### src/hw/dma_target_cfg.svh
/*
 * Constants of the timer-linked DMA start-target selector: register
 * indices, field positions, reset value and the target base addresses.
 * Assumes a 32-bit APB slave with 12-bit byte addresses.
 */
// Operation
// - channels 2 and 3 each own an 8-bit target selector register
// - selector only matters for transfers whose destination is the timer unit
// - selector readable and writable per byte and per single bit
// - bits 7 to 4 read zero; writes to them change nothing
// - code k (0 to 11) selects halfword address base plus 2k
// - codes map in order: option, deadtime1, deadtime0, compares 5A..1A
// - codes 6 and 7: compare 2B/1B in triangle mode, else pattern 1/0
// - timer compare or overflow triggers; completion interrupts stay separate
`ifndef DMA_TARGET_CFG_SVH
`define DMA_TARGET_CFG_SVH

// register indices; byte address is four times the index
`define SEL_CH2_IDX 10'h024
`define SEL_CH3_IDX 10'h026
`define BITOP_IDX 10'h028
`define SEL_CH2_ADDR {`SEL_CH2_IDX, 2'b00}
`define SEL_CH3_ADDR {`SEL_CH3_IDX, 2'b00}
`define BITOP_ADDR {`BITOP_IDX, 2'b00}

// selector layout and reset value
`define SEL_RESET 8'h00
`define SEL_CODE_MSB 3
`define TARGET_CODE_LAST 4'hB

// single-bit access register fields
`define BITOP_POS_MSB 2
`define BITOP_VAL_BIT 8
`define BITOP_WR_BIT 9
`define BITOP_CH_BIT 12

// halfword target base per channel
`define CH2_TARGET_BASE 32'hFFFF_FB40
`define CH3_TARGET_BASE 32'hFFFF_FBC0

`endif

### src/hw/dma_target_pkg.sv
/*
 * Types shared by the selector channel, trigger stage and top.
 * Assumes the constants header is included alongside.
 */
package dma_target_pkg;

   // identity of the timer register a transfer starts at
   typedef enum logic [3:0] {
      TGT_OPTION_RELOAD = 4'h0,
      TGT_DEADTIME1 = 4'h1,
      TGT_DEADTIME0 = 4'h2,
      TGT_COMPARE5A = 4'h3,
      TGT_COMPARE4A = 4'h4,
      TGT_COMPARE3B = 4'h5,
      TGT_COMPARE2B = 4'h6,
      TGT_COMPARE1B = 4'h7,
      TGT_COMPARE0A = 4'h8,
      TGT_COMPARE3A = 4'h9,
      TGT_COMPARE2A = 4'hA,
      TGT_COMPARE1A = 4'hB,
      TGT_PATTERN1 = 4'hC,
      TGT_PATTERN0 = 4'hD,
      TGT_NONE = 4'hF
   } target_id_t;

   // start target handed to the transfer engine
   typedef struct packed {
      logic valid;
      target_id_t id;
      logic [31:0] addr;
   } target_sel_t;

   // what the timer unit reports per channel
   typedef struct packed {
      logic tpwm_mode;
      logic compare_match_irq;
      logic overflow_irq;
   } timer_status_t;

   typedef struct packed {
      logic [3:0] code;
      target_sel_t sel;
   } chan_state_t;

   typedef struct packed {
      logic trigger;
      logic done_irq;
   } trig_state_t;

   typedef struct packed {
      logic [31:0] prdata;
      logic pslverr;
      logic [2:0] bit_ptr;
      logic bit_ch;
   } bus_state_t;

endpackage : dma_target_pkg

### src/hw/target_select_channel.sv
/*
 * One channel's selector register and its decode into a start target.
 * Assumes write strobes come already decoded from the bus slave.
 */
`include "dma_target_cfg.svh"

module target_select_channel
   import dma_target_pkg::*;
#(
   parameter logic [31:0] BASE = `CH2_TARGET_BASE
) (
   input wire logic ref_clk,
   input wire logic resetn,
   input wire logic wr_en,
   input wire logic [7:0] wr_data,
   input wire logic bit_wr,
   input wire logic [2:0] bit_pos,
   input wire logic bit_val,
   input wire logic dst_is_timer,
   input wire logic tpwm_mode,
   output logic [7:0] sel_value,
   output target_sel_t sel
);

   localparam logic [7:0] SEL_RST = `SEL_RESET;

   chan_state_t state_reg;
   chan_state_t state_next;

   // code to register identity; codes 6 and 7 follow the timer mode
   function automatic target_id_t decode_id(input logic [3:0] code, input logic tpwm);
      case (code)
         4'h0: decode_id = TGT_OPTION_RELOAD;
         4'h1: decode_id = TGT_DEADTIME1;
         4'h2: decode_id = TGT_DEADTIME0;
         4'h3: decode_id = TGT_COMPARE5A;
         4'h4: decode_id = TGT_COMPARE4A;
         4'h5: decode_id = TGT_COMPARE3B;
         4'h6: decode_id = tpwm ? TGT_COMPARE2B : TGT_PATTERN1;
         4'h7: decode_id = tpwm ? TGT_COMPARE1B : TGT_PATTERN0;
         4'h8: decode_id = TGT_COMPARE0A;
         4'h9: decode_id = TGT_COMPARE3A;
         4'hA: decode_id = TGT_COMPARE2A;
         4'hB: decode_id = TGT_COMPARE1A;
         default: decode_id = TGT_NONE;
      endcase
   endfunction : decode_id

   // byte or single-bit update; upper nibble has no storage at all
   always_comb begin
      state_next = state_reg;
      if (wr_en) begin
         state_next.code = wr_data[`SEL_CODE_MSB:0];
      end else if (bit_wr && !bit_pos[2]) begin
         state_next.code[bit_pos[1:0]] = bit_val;
      end
      // target follows the live code, so a mid-transfer rewrite would steer it
      state_next.sel.addr = BASE + {27'h0, state_reg.code, 1'b0};
      state_next.sel.valid = dst_is_timer &&
         (state_reg.code <= `TARGET_CODE_LAST);
      state_next.sel.id = decode_id(state_reg.code, tpwm_mode);
   end

   always_ff @(posedge ref_clk) begin
      if (!resetn) begin
         state_reg.code <= SEL_RST[3:0];
         state_reg.sel.valid <= 1'b0;
         state_reg.sel.id <= TGT_NONE;
         state_reg.sel.addr <= 32'h0000_0000;
      end else begin
         state_reg <= state_next;
      end
   end

   assign sel_value = {4'h0, state_reg.code};
   assign sel = state_reg.sel;

endmodule : target_select_channel

### src/hw/dma_timer_trigger.sv
/*
 * Trigger and completion stage of one timer-linked channel.
 * Assumes timer and transfer engine run on ref_clk.
 */
`include "dma_target_cfg.svh"

module dma_timer_trigger
   import dma_target_pkg::*;
(
   input wire logic ref_clk,
   input wire logic resetn,
   input wire logic chan_enable,
   input wire timer_status_t status,
   input wire logic xfer_done,
   output logic trigger,
   output logic done_irq
);

   trig_state_t state_reg;
   trig_state_t state_next;

   // compare match or overflow starts a transfer; completion has its own line
   always_comb begin
      state_next.trigger = chan_enable &&
         (status.compare_match_irq || status.overflow_irq);
      state_next.done_irq = xfer_done;
   end

   always_ff @(posedge ref_clk) begin
      if (!resetn) begin
         state_reg <= '0;
      end else begin
         state_reg <= state_next;
      end
   end

   assign trigger = state_reg.trigger;
   assign done_irq = state_reg.done_irq;

endmodule : dma_timer_trigger

### src/hw/dma_timer_target_select.sv
/*
 * Start-target selector for the two timer-linked DMA channels, with its
 * APB slave. Index 0 is channel 2, index 1 is channel 3.
 * Assumes an APB master on ref_clk and timer/engine logic on ref_clk.
 */
// Local design decision: the APB interface to the registers.
`include "dma_target_cfg.svh"

module dma_timer_target_select
   import dma_target_pkg::*;
(
   input wire logic ref_clk,
   input wire logic resetn,
   input wire logic psel,
   input wire logic penable,
   input wire logic pwrite,
   input wire logic [11:0] paddr,
   input wire logic [31:0] pwdata,
   input wire logic [3:0] pstrb,
   output logic pready,
   output logic [31:0] prdata,
   output logic pslverr,
   input wire logic [1:0] dst_is_timer,
   input wire logic [1:0] chan_enable,
   input wire timer_status_t [1:0] timer_status,
   input wire logic [1:0] xfer_done,
   output target_sel_t [1:0] start_target,
   output logic [1:0] dma_trigger,
   output logic [1:0] done_irq
);

   localparam logic [11:0] CH2_ADDR = `SEL_CH2_ADDR;
   localparam logic [11:0] CH3_ADDR = `SEL_CH3_ADDR;
   localparam logic [11:0] BIT_ADDR = `BITOP_ADDR;
   localparam logic [31:0] CH2_BASE = `CH2_TARGET_BASE;
   localparam logic [31:0] CH3_BASE = `CH3_TARGET_BASE;

   bus_state_t bus_reg;
   bus_state_t bus_next;

   logic setup;
   logic access;
   logic [1:0] hit_sel;
   logic hit_bit;
   logic wr_ok;
   logic bitop_wr;
   logic [1:0] sel_wr;
   logic [1:0] bit_wr;
   logic [1:0][7:0] sel_value;
   logic [31:0] bit_read;

   // apb phase and address decode
   assign setup = psel && !penable;
   assign access = psel && penable;
   assign hit_sel[0] = (paddr == CH2_ADDR);
   assign hit_sel[1] = (paddr == CH3_ADDR);
   assign hit_bit = (paddr == BIT_ADDR);

   // writes land at the access edge; a refused address writes nothing
   assign wr_ok = access && pwrite && !bus_reg.pslverr && pstrb[0];
   assign sel_wr = {2{wr_ok}} & hit_sel;
   assign bitop_wr = wr_ok && pstrb[1] && hit_bit;

   // single-bit write aimed at one channel
   assign bit_wr[0] = bitop_wr && pwdata[`BITOP_WR_BIT] && !pwdata[`BITOP_CH_BIT];
   assign bit_wr[1] = bitop_wr && pwdata[`BITOP_WR_BIT] && pwdata[`BITOP_CH_BIT];

   // single-bit read returns the pointed bit with the pointer
   always_comb begin
      bit_read = 32'h0000_0000;
      bit_read[`BITOP_POS_MSB:0] = bus_reg.bit_ptr;
      bit_read[`BITOP_CH_BIT] = bus_reg.bit_ch;
      bit_read[`BITOP_VAL_BIT] = sel_value[bus_reg.bit_ch][bus_reg.bit_ptr];
   end

   // read data and error are captured in setup and stand through access
   always_comb begin
      bus_next = bus_reg;
      if (setup) begin
         bus_next.pslverr = !(hit_sel[0] || hit_sel[1] || hit_bit);
         bus_next.prdata = 32'h0000_0000;
         if (hit_sel[0]) begin
            bus_next.prdata = {24'h00_0000, sel_value[0]};
         end
         if (hit_sel[1]) begin
            bus_next.prdata = {24'h00_0000, sel_value[1]};
         end
         if (hit_bit) begin
            bus_next.prdata = bit_read;
         end
      end
      if (bitop_wr) begin
         bus_next.bit_ptr = pwdata[`BITOP_POS_MSB:0];
         bus_next.bit_ch = pwdata[`BITOP_CH_BIT];
      end
   end

   always_ff @(posedge ref_clk) begin
      if (!resetn) begin
         bus_reg <= '0;
      end else begin
         bus_reg <= bus_next;
      end
   end

   // zero-wait slave
   assign pready = 1'b1;
   assign prdata = bus_reg.prdata;
   assign pslverr = bus_reg.pslverr && access;

   // one selector and one trigger stage per channel
   generate
      for (genvar i = 0; i < 2; i++) begin : g_chan
         target_select_channel #(
            .BASE((i == 0) ? CH2_BASE : CH3_BASE)
         ) u_sel (
            .ref_clk(ref_clk),
            .resetn(resetn),
            .wr_en(sel_wr[i]),
            .wr_data(pwdata[7:0]),
            .bit_wr(bit_wr[i]),
            .bit_pos(pwdata[`BITOP_POS_MSB:0]),
            .bit_val(pwdata[`BITOP_VAL_BIT]),
            .dst_is_timer(dst_is_timer[i]),
            .tpwm_mode(timer_status[i].tpwm_mode),
            .sel_value(sel_value[i]),
            .sel(start_target[i])
         );
         dma_timer_trigger u_trig (
            .ref_clk(ref_clk),
            .resetn(resetn),
            .chan_enable(chan_enable[i]),
            .status(timer_status[i]),
            .xfer_done(xfer_done[i]),
            .trigger(dma_trigger[i]),
            .done_irq(done_irq[i])
         );
      end
   endgenerate

   logic [3:0] code_ch2;
   logic [3:0] code_ch3;
   assign code_ch2 = sel_value[0][3:0];
   assign code_ch3 = sel_value[1][3:0];
endmodule : dma_timer_target_select

### config.mk
export PLATFORM = sky130hd
export DESIGN_NAME = dma_timer_target_select
export DESIGN_NICKNAME = d
export VERILOG_FILES = /design/src/hw/dma_target_pkg.sv /design/src/hw/target_select_channel.sv /design/src/hw/dma_timer_trigger.sv /design/src/hw/dma_timer_target_select.sv
export VERILOG_INCLUDE_DIRS = /design/src /design/src/hw
export SDC_FILE = /design/constraint.sdc
export NUM_CORES = 1
export LEC_CHECK = 0
export ABC_AREA = 1
export BUFFER_PORTS_ARGS = -buffer_cell sky130_fd_sc_hd__buf_2
export CORE_MARGIN = 4
export CORE_UTILIZATION = 38
export DETAILED_ROUTE_END_ITERATION = 10
export GPL_ROUTABILITY_DRIVEN = 1
export HOLD_SLACK_MARGIN = 0.06
export PLACE_DENSITY = 0.83
export SLEW_MARGIN = 5
export SYNTH_ARGS = -nofsm -noshare
export SYNTH_HDL_FRONTEND = slang
export SYNTH_SLANG_ARGS = --single-unit
### constraint.sdc
create_clock -name ref_clk -period 1.65 [get_ports ref_clk]
set_input_delay 0.33 -clock ref_clk [delete_from_list [all_inputs] [get_ports ref_clk]]
set_output_delay 0.33 -clock ref_clk [all_outputs]
set_load 0.1 [all_outputs]
; Word-level counts from Yosys, hierarchy flattened
; Index checks and enable logic that the tools add are counted.
[word_totals]
regBits = 123
inputBits = 65
out_inout_bits = 112
[op_classes]
addsub = 2
magnitude_cmp = 6
n_eq_ne = 25
n_mux = 21
bitwise = 1
reduce_logical = 31
[op_table]
columns = operator, count
row1 = case mux 4 bit (12 select lines), 2
row2 = 2-to-1 mux 32 bit, 2
row3 = 2-to-1 mux 4 bit, 10
row4 = "equality test 12 x 8 -> 1 bit, second input constant", 3
row5 = "equality test 4 x 3 -> 1 bit, second input constant", 8
row6 = "equality test 4 bit, second input constant", 8
row7 = "adder 12 x 6 -> 13 bit, first input constant", 2
row8 = logical AND 1 bit, 18
row9 = "equality test 4 x 2 -> 1 bit, second input constant", 4
row10 = bitwise mux 4 bit, 2
row11 = "equality test 4 x 1 -> 1 bit, second input constant", 2
row12 = "less-or-equal comparator 4 bit, second input constant", 2
row13 = logical NOT 4 bit, 2
row14 = 2-to-1 mux 8 bit, 1
row15 = logical NOT 1 bit, 5
row16 = logical OR 1 bit, 4
row17 = "less-than comparator 3 x 4 -> 1 bit, second input constant", 1
row18 = nonzero test 2 bit, 2
row19 = binary-select mux 1 bit (select 3 bit), 1
row20 = "less-than comparator 2 x 3 -> 1 bit, second input constant", 1
row21 = bitwise AND 2 bit, 1
row22 = demux 1 bit (select 2 bit), 1
row23 = "greater-or-equal comparator 2 x 1 -> 1 bit, second input constant", 1
row24 = "less-than comparator 1 x 2 -> 1 bit, second input constant", 1
row25 = 2-to-1 mux 1 bit, 2

; Logic depth before layout (Yosys ltp)
[logic_depth]
ltp_word = 11
ltp_mapped = 9
mapped_depth_nobuf = 9

; Cells and area by module
; From an unflattened synthesis, not the netlist that was laid out.
[unflattened]
cells_unflattened = 482
area_unflattened_um2 = 3208.1
[modules_own_cells]
columns = module, instances, cells_each, area_each_um2
row1 = dma_timer_target_select, 1, 222, 1358.8
row2 = target_select_channel (g_chan[1].u_sel), 1, 124, 867.1
row3 = target_select_channel (g_chan[0].u_sel), 1, 122, 864.6
row4 = dma_timer_trigger, 2, 7, 58.8

; Worst setup path after synthesis
; No wires, ideal clock.
[synth_timing]
path_kind = reg2out
from = register, netlist name g_chan[0].u_sel.sel[30]
to = output port start_target[11] in the netlist's numbering
t_arrival_ns = 2.201
required_ns = 1.320
setup_slack_ns = -0.881
path_stages_with_launch = 2
path_buffers = 1
path_cell_list = dfxtp_1 -> buf_4
[synth_lines]
columns = element, line_no
row1 = "end, declared", dma_timer_target_select.sv:27  ; output target_sel_t [1:0] start_target,

==> impl_metrics.toml <==
[power]
vdd_drop_max_mv = 0.6332
cellPowerDensity_nw_per_um2 = 889.7
p_sw_mw = 1.571
clkPwrFrac_pct = 21.4
p_leak_nw = 1.858
swShare_pct = 48.41
seqPwrFrac_pct = 32.4
internal_power_mw = 1.674
combPwrFrac_pct = 46.2

[global_route]
antenna_found_initial = 0
grt_pass1_wl_mm = 10.08
grtUsageTotal_pct = 14.94
overflow = 0
grt_max_degree = 26
grt_pass1_vias = 2016

[clock_network]
insertion_delay_ns = 0.31
cts_buffers = 5
root_buffer = "clkbuf_8"
cts_tree = "yes"
clock_sinks = 42
htreeDepth = 2
clk_path_buf_depth = 2
cts_hold_buf = 0
clkSlewWorstSetupHoldPaths_ns = 0.09

[detailed_routing]
via_per_inst = 4.623
wl_per_cell_um = 13.24
via_count = 2307
first_pass_iters = 4
drtAntennaViolNets = 0
route.detailed.drc = 0
drt_iter0_markers = 115
drt-total-wl_mm = 6.608

[critical_path]
crit_arrival_ns = 1.22
cp-end-kind = "output port"
required_ns = 1.32
path_cells = "buf_16, buf_12"
crit_buf_inv = 2
timing.rr.start = "bus_reg[4]"
crit_start = "g_chan[0].u_sel.sel[30]"
rrSetupSlack_ns = 0.12
reg2regPathDepth = 8
critPathKind = "reg -> out"
slowest_delay_ns = 0.40
endpoint = "start_target[53]"
critPathSlowestCell = "dfxtp_4"
crit_cells = 2
r2r_end = "g_chan[0].u_sel.sel_value[3]"
cp-start-kind = "flop"
crit_fanout = 25
cp_top_family = "buffers and inverters"

[yosys]
yosys_warnings = 0
yosys_register_bits = 42
netlist_instances = 358
avgSynthCellArea_um2 = 7.280
synth_seq_area_share_pct = 32.26
synth.distinct_cells = 30
synth_area_um2 = 2606

[sta]
drv_slew = 0
fin_crit_sh_pct = 94.00
setup_violations = 0
fin_ws_ns = 0.09900
fmax_mhz = 644.7
period_minus_slack_ns = 1.551
finClkSkew_ns = 0.008124
hold_violations = 0

[cells_and_area]
area_growth_pct = 39.94
diodes = 0
finalNetCount = 486
layout_commonest_cell = "buf_2"
n_fill_cell = 581
drive_gt1_share_pct = 35.07
stdcell_area_um2 = 3647
max_flop_register = "g_chan.u_sel.sel"
mostFrequentLayoutCells = "buf_2, buf_12, inv_1"
largest_reg_flops = 19

[die]
core-area_um2 = 6495
start_util_pct = 40.13
row_count = 29
dieArea_um2 = 8247
fp.dieW_um = 90.82
ios = 177
die_y_um = 90.82

[placement]
dp_hpwl_mm = 5.269
place_ws_ns = 0.02672
port_buffers = 115
place_area_um2 = 3513
gp_congestion = 0.8485

[job]
cap_violations = 0

[min_path]
hp-class = "in -> reg"

[outcome]
status = "finished, final reports clean"
layout make-up:
cell class	instances	area, um2	area share, %
tap	77	96.34	2.642
clock buffer	5	68.82	1.887
multi-input combinational	200	974.7	26.72
clock inverter	3	25.02	0.6861
inverter	49	186.4	5.111
sequential	42	844.6	23.16
timing repair buffer	123	1451	39.79
per-stage QoR:
step	power [mW]	hold slack, ns	setup TNS [ns]	utilization (%)	std cells
2_1_floorplan	2.320	0.3577	0	-	390
3_3_place_gp	2.550	0.4323	0	54.09	490
3_5_place_dp	2.562	0.4304	0	54.09	490
4_1_cts	3.260	0.2047	0	56.08	499
5_1_grt	3.330	0.2241	-0.004810	56.15	499
6_report	3.245	0.2077	0	56.15	499
worst min-delay path, stage by stage:
cell     delay (ns)
buf_2          0.08
nand2_1        0.04
inv_1          0.04
power groups by stage:
stage	combinational, mW	sequential (mW)	clock, mW
5_1_grt	1.53	1.05	0.741
3_3_place_gp	1.48	1.07	0
2_1_floorplan	1.13	1.19	0
4_1_cts	1.50	1.05	0.709
6_report	1.50	1.05	0.695
3_5_place_dp	1.49	1.07	0
kinds of logic after synthesis:
group	share of synthesized area (%)
compound gates	13.11
buf+inv	35.24
flops	32.26
other cells	0.2882
simple gates	19.11
routing by layer:
| metal | vias up | routed length (um) | global-route usage, % |
|---|---|---|---|
| li1 | 1135 | - | - |
| met1 | 1037 | 2771 | 17.28 |
| met2 | 130 | 3243 | 27.12 |
| met3 | 5 | 549 | 4.333 |
| met4 | 0 | 44 | 3.266 |
| met5 | - | 0 | 0 |
repair_timing:
item                       4_1_cts  5_1_grt
setup endpoints to repair       49        4
cloned                           1        0
buffers inserted                 0        0
resized for setup                2        1
how the worst min path moves through the flow:
stage | startpoint | to | slack [ns] | cells past startpoint
floorplan | resetn | g_chan[0].u_sel.sel[30] | 0.36 | 0
global placement | g_chan[0].u_sel.sel_value[3] | g_chan[0].u_sel.sel[4] | 0.43 | 2
detailed placement | g_chan[0].u_sel.sel_value[3] | g_chan[0].u_sel.sel[4] | 0.43 | 2
CTS | xfer_done[1] | g_chan[1].u_trig.done_irq | 0.20 | 3
global route | xfer_done[0] | g_chan[0].u_trig.done_irq | 0.22 | 3
finish | xfer_done[1] | g_chan[1].u_trig.done_irq | 0.21 | 3
cells in the mapped netlist (all sizes together):
cell / number / share of area (%)
buf: 95 / 27
o211ai: 4 / 1.2
nor2: 27 / 5.1
dfxtp: 42 / 32
conb: 2 / 0.29
a211oi: 1 / 0.29
nand4: 14 / 3.4
nand2: 46 / 7.1
o311ai: 1 / 0.34
nor3: 3 / 0.58
inv: 49 / 7.2
and2: 2 / 0.48
a21oi: 24 / 4.9
o21ai: 32 / 6.4
clkbuf: 4 / 0.62
nand3: 12 / 2.5
No activity file was read; power rests on OpenSTA's default activity.
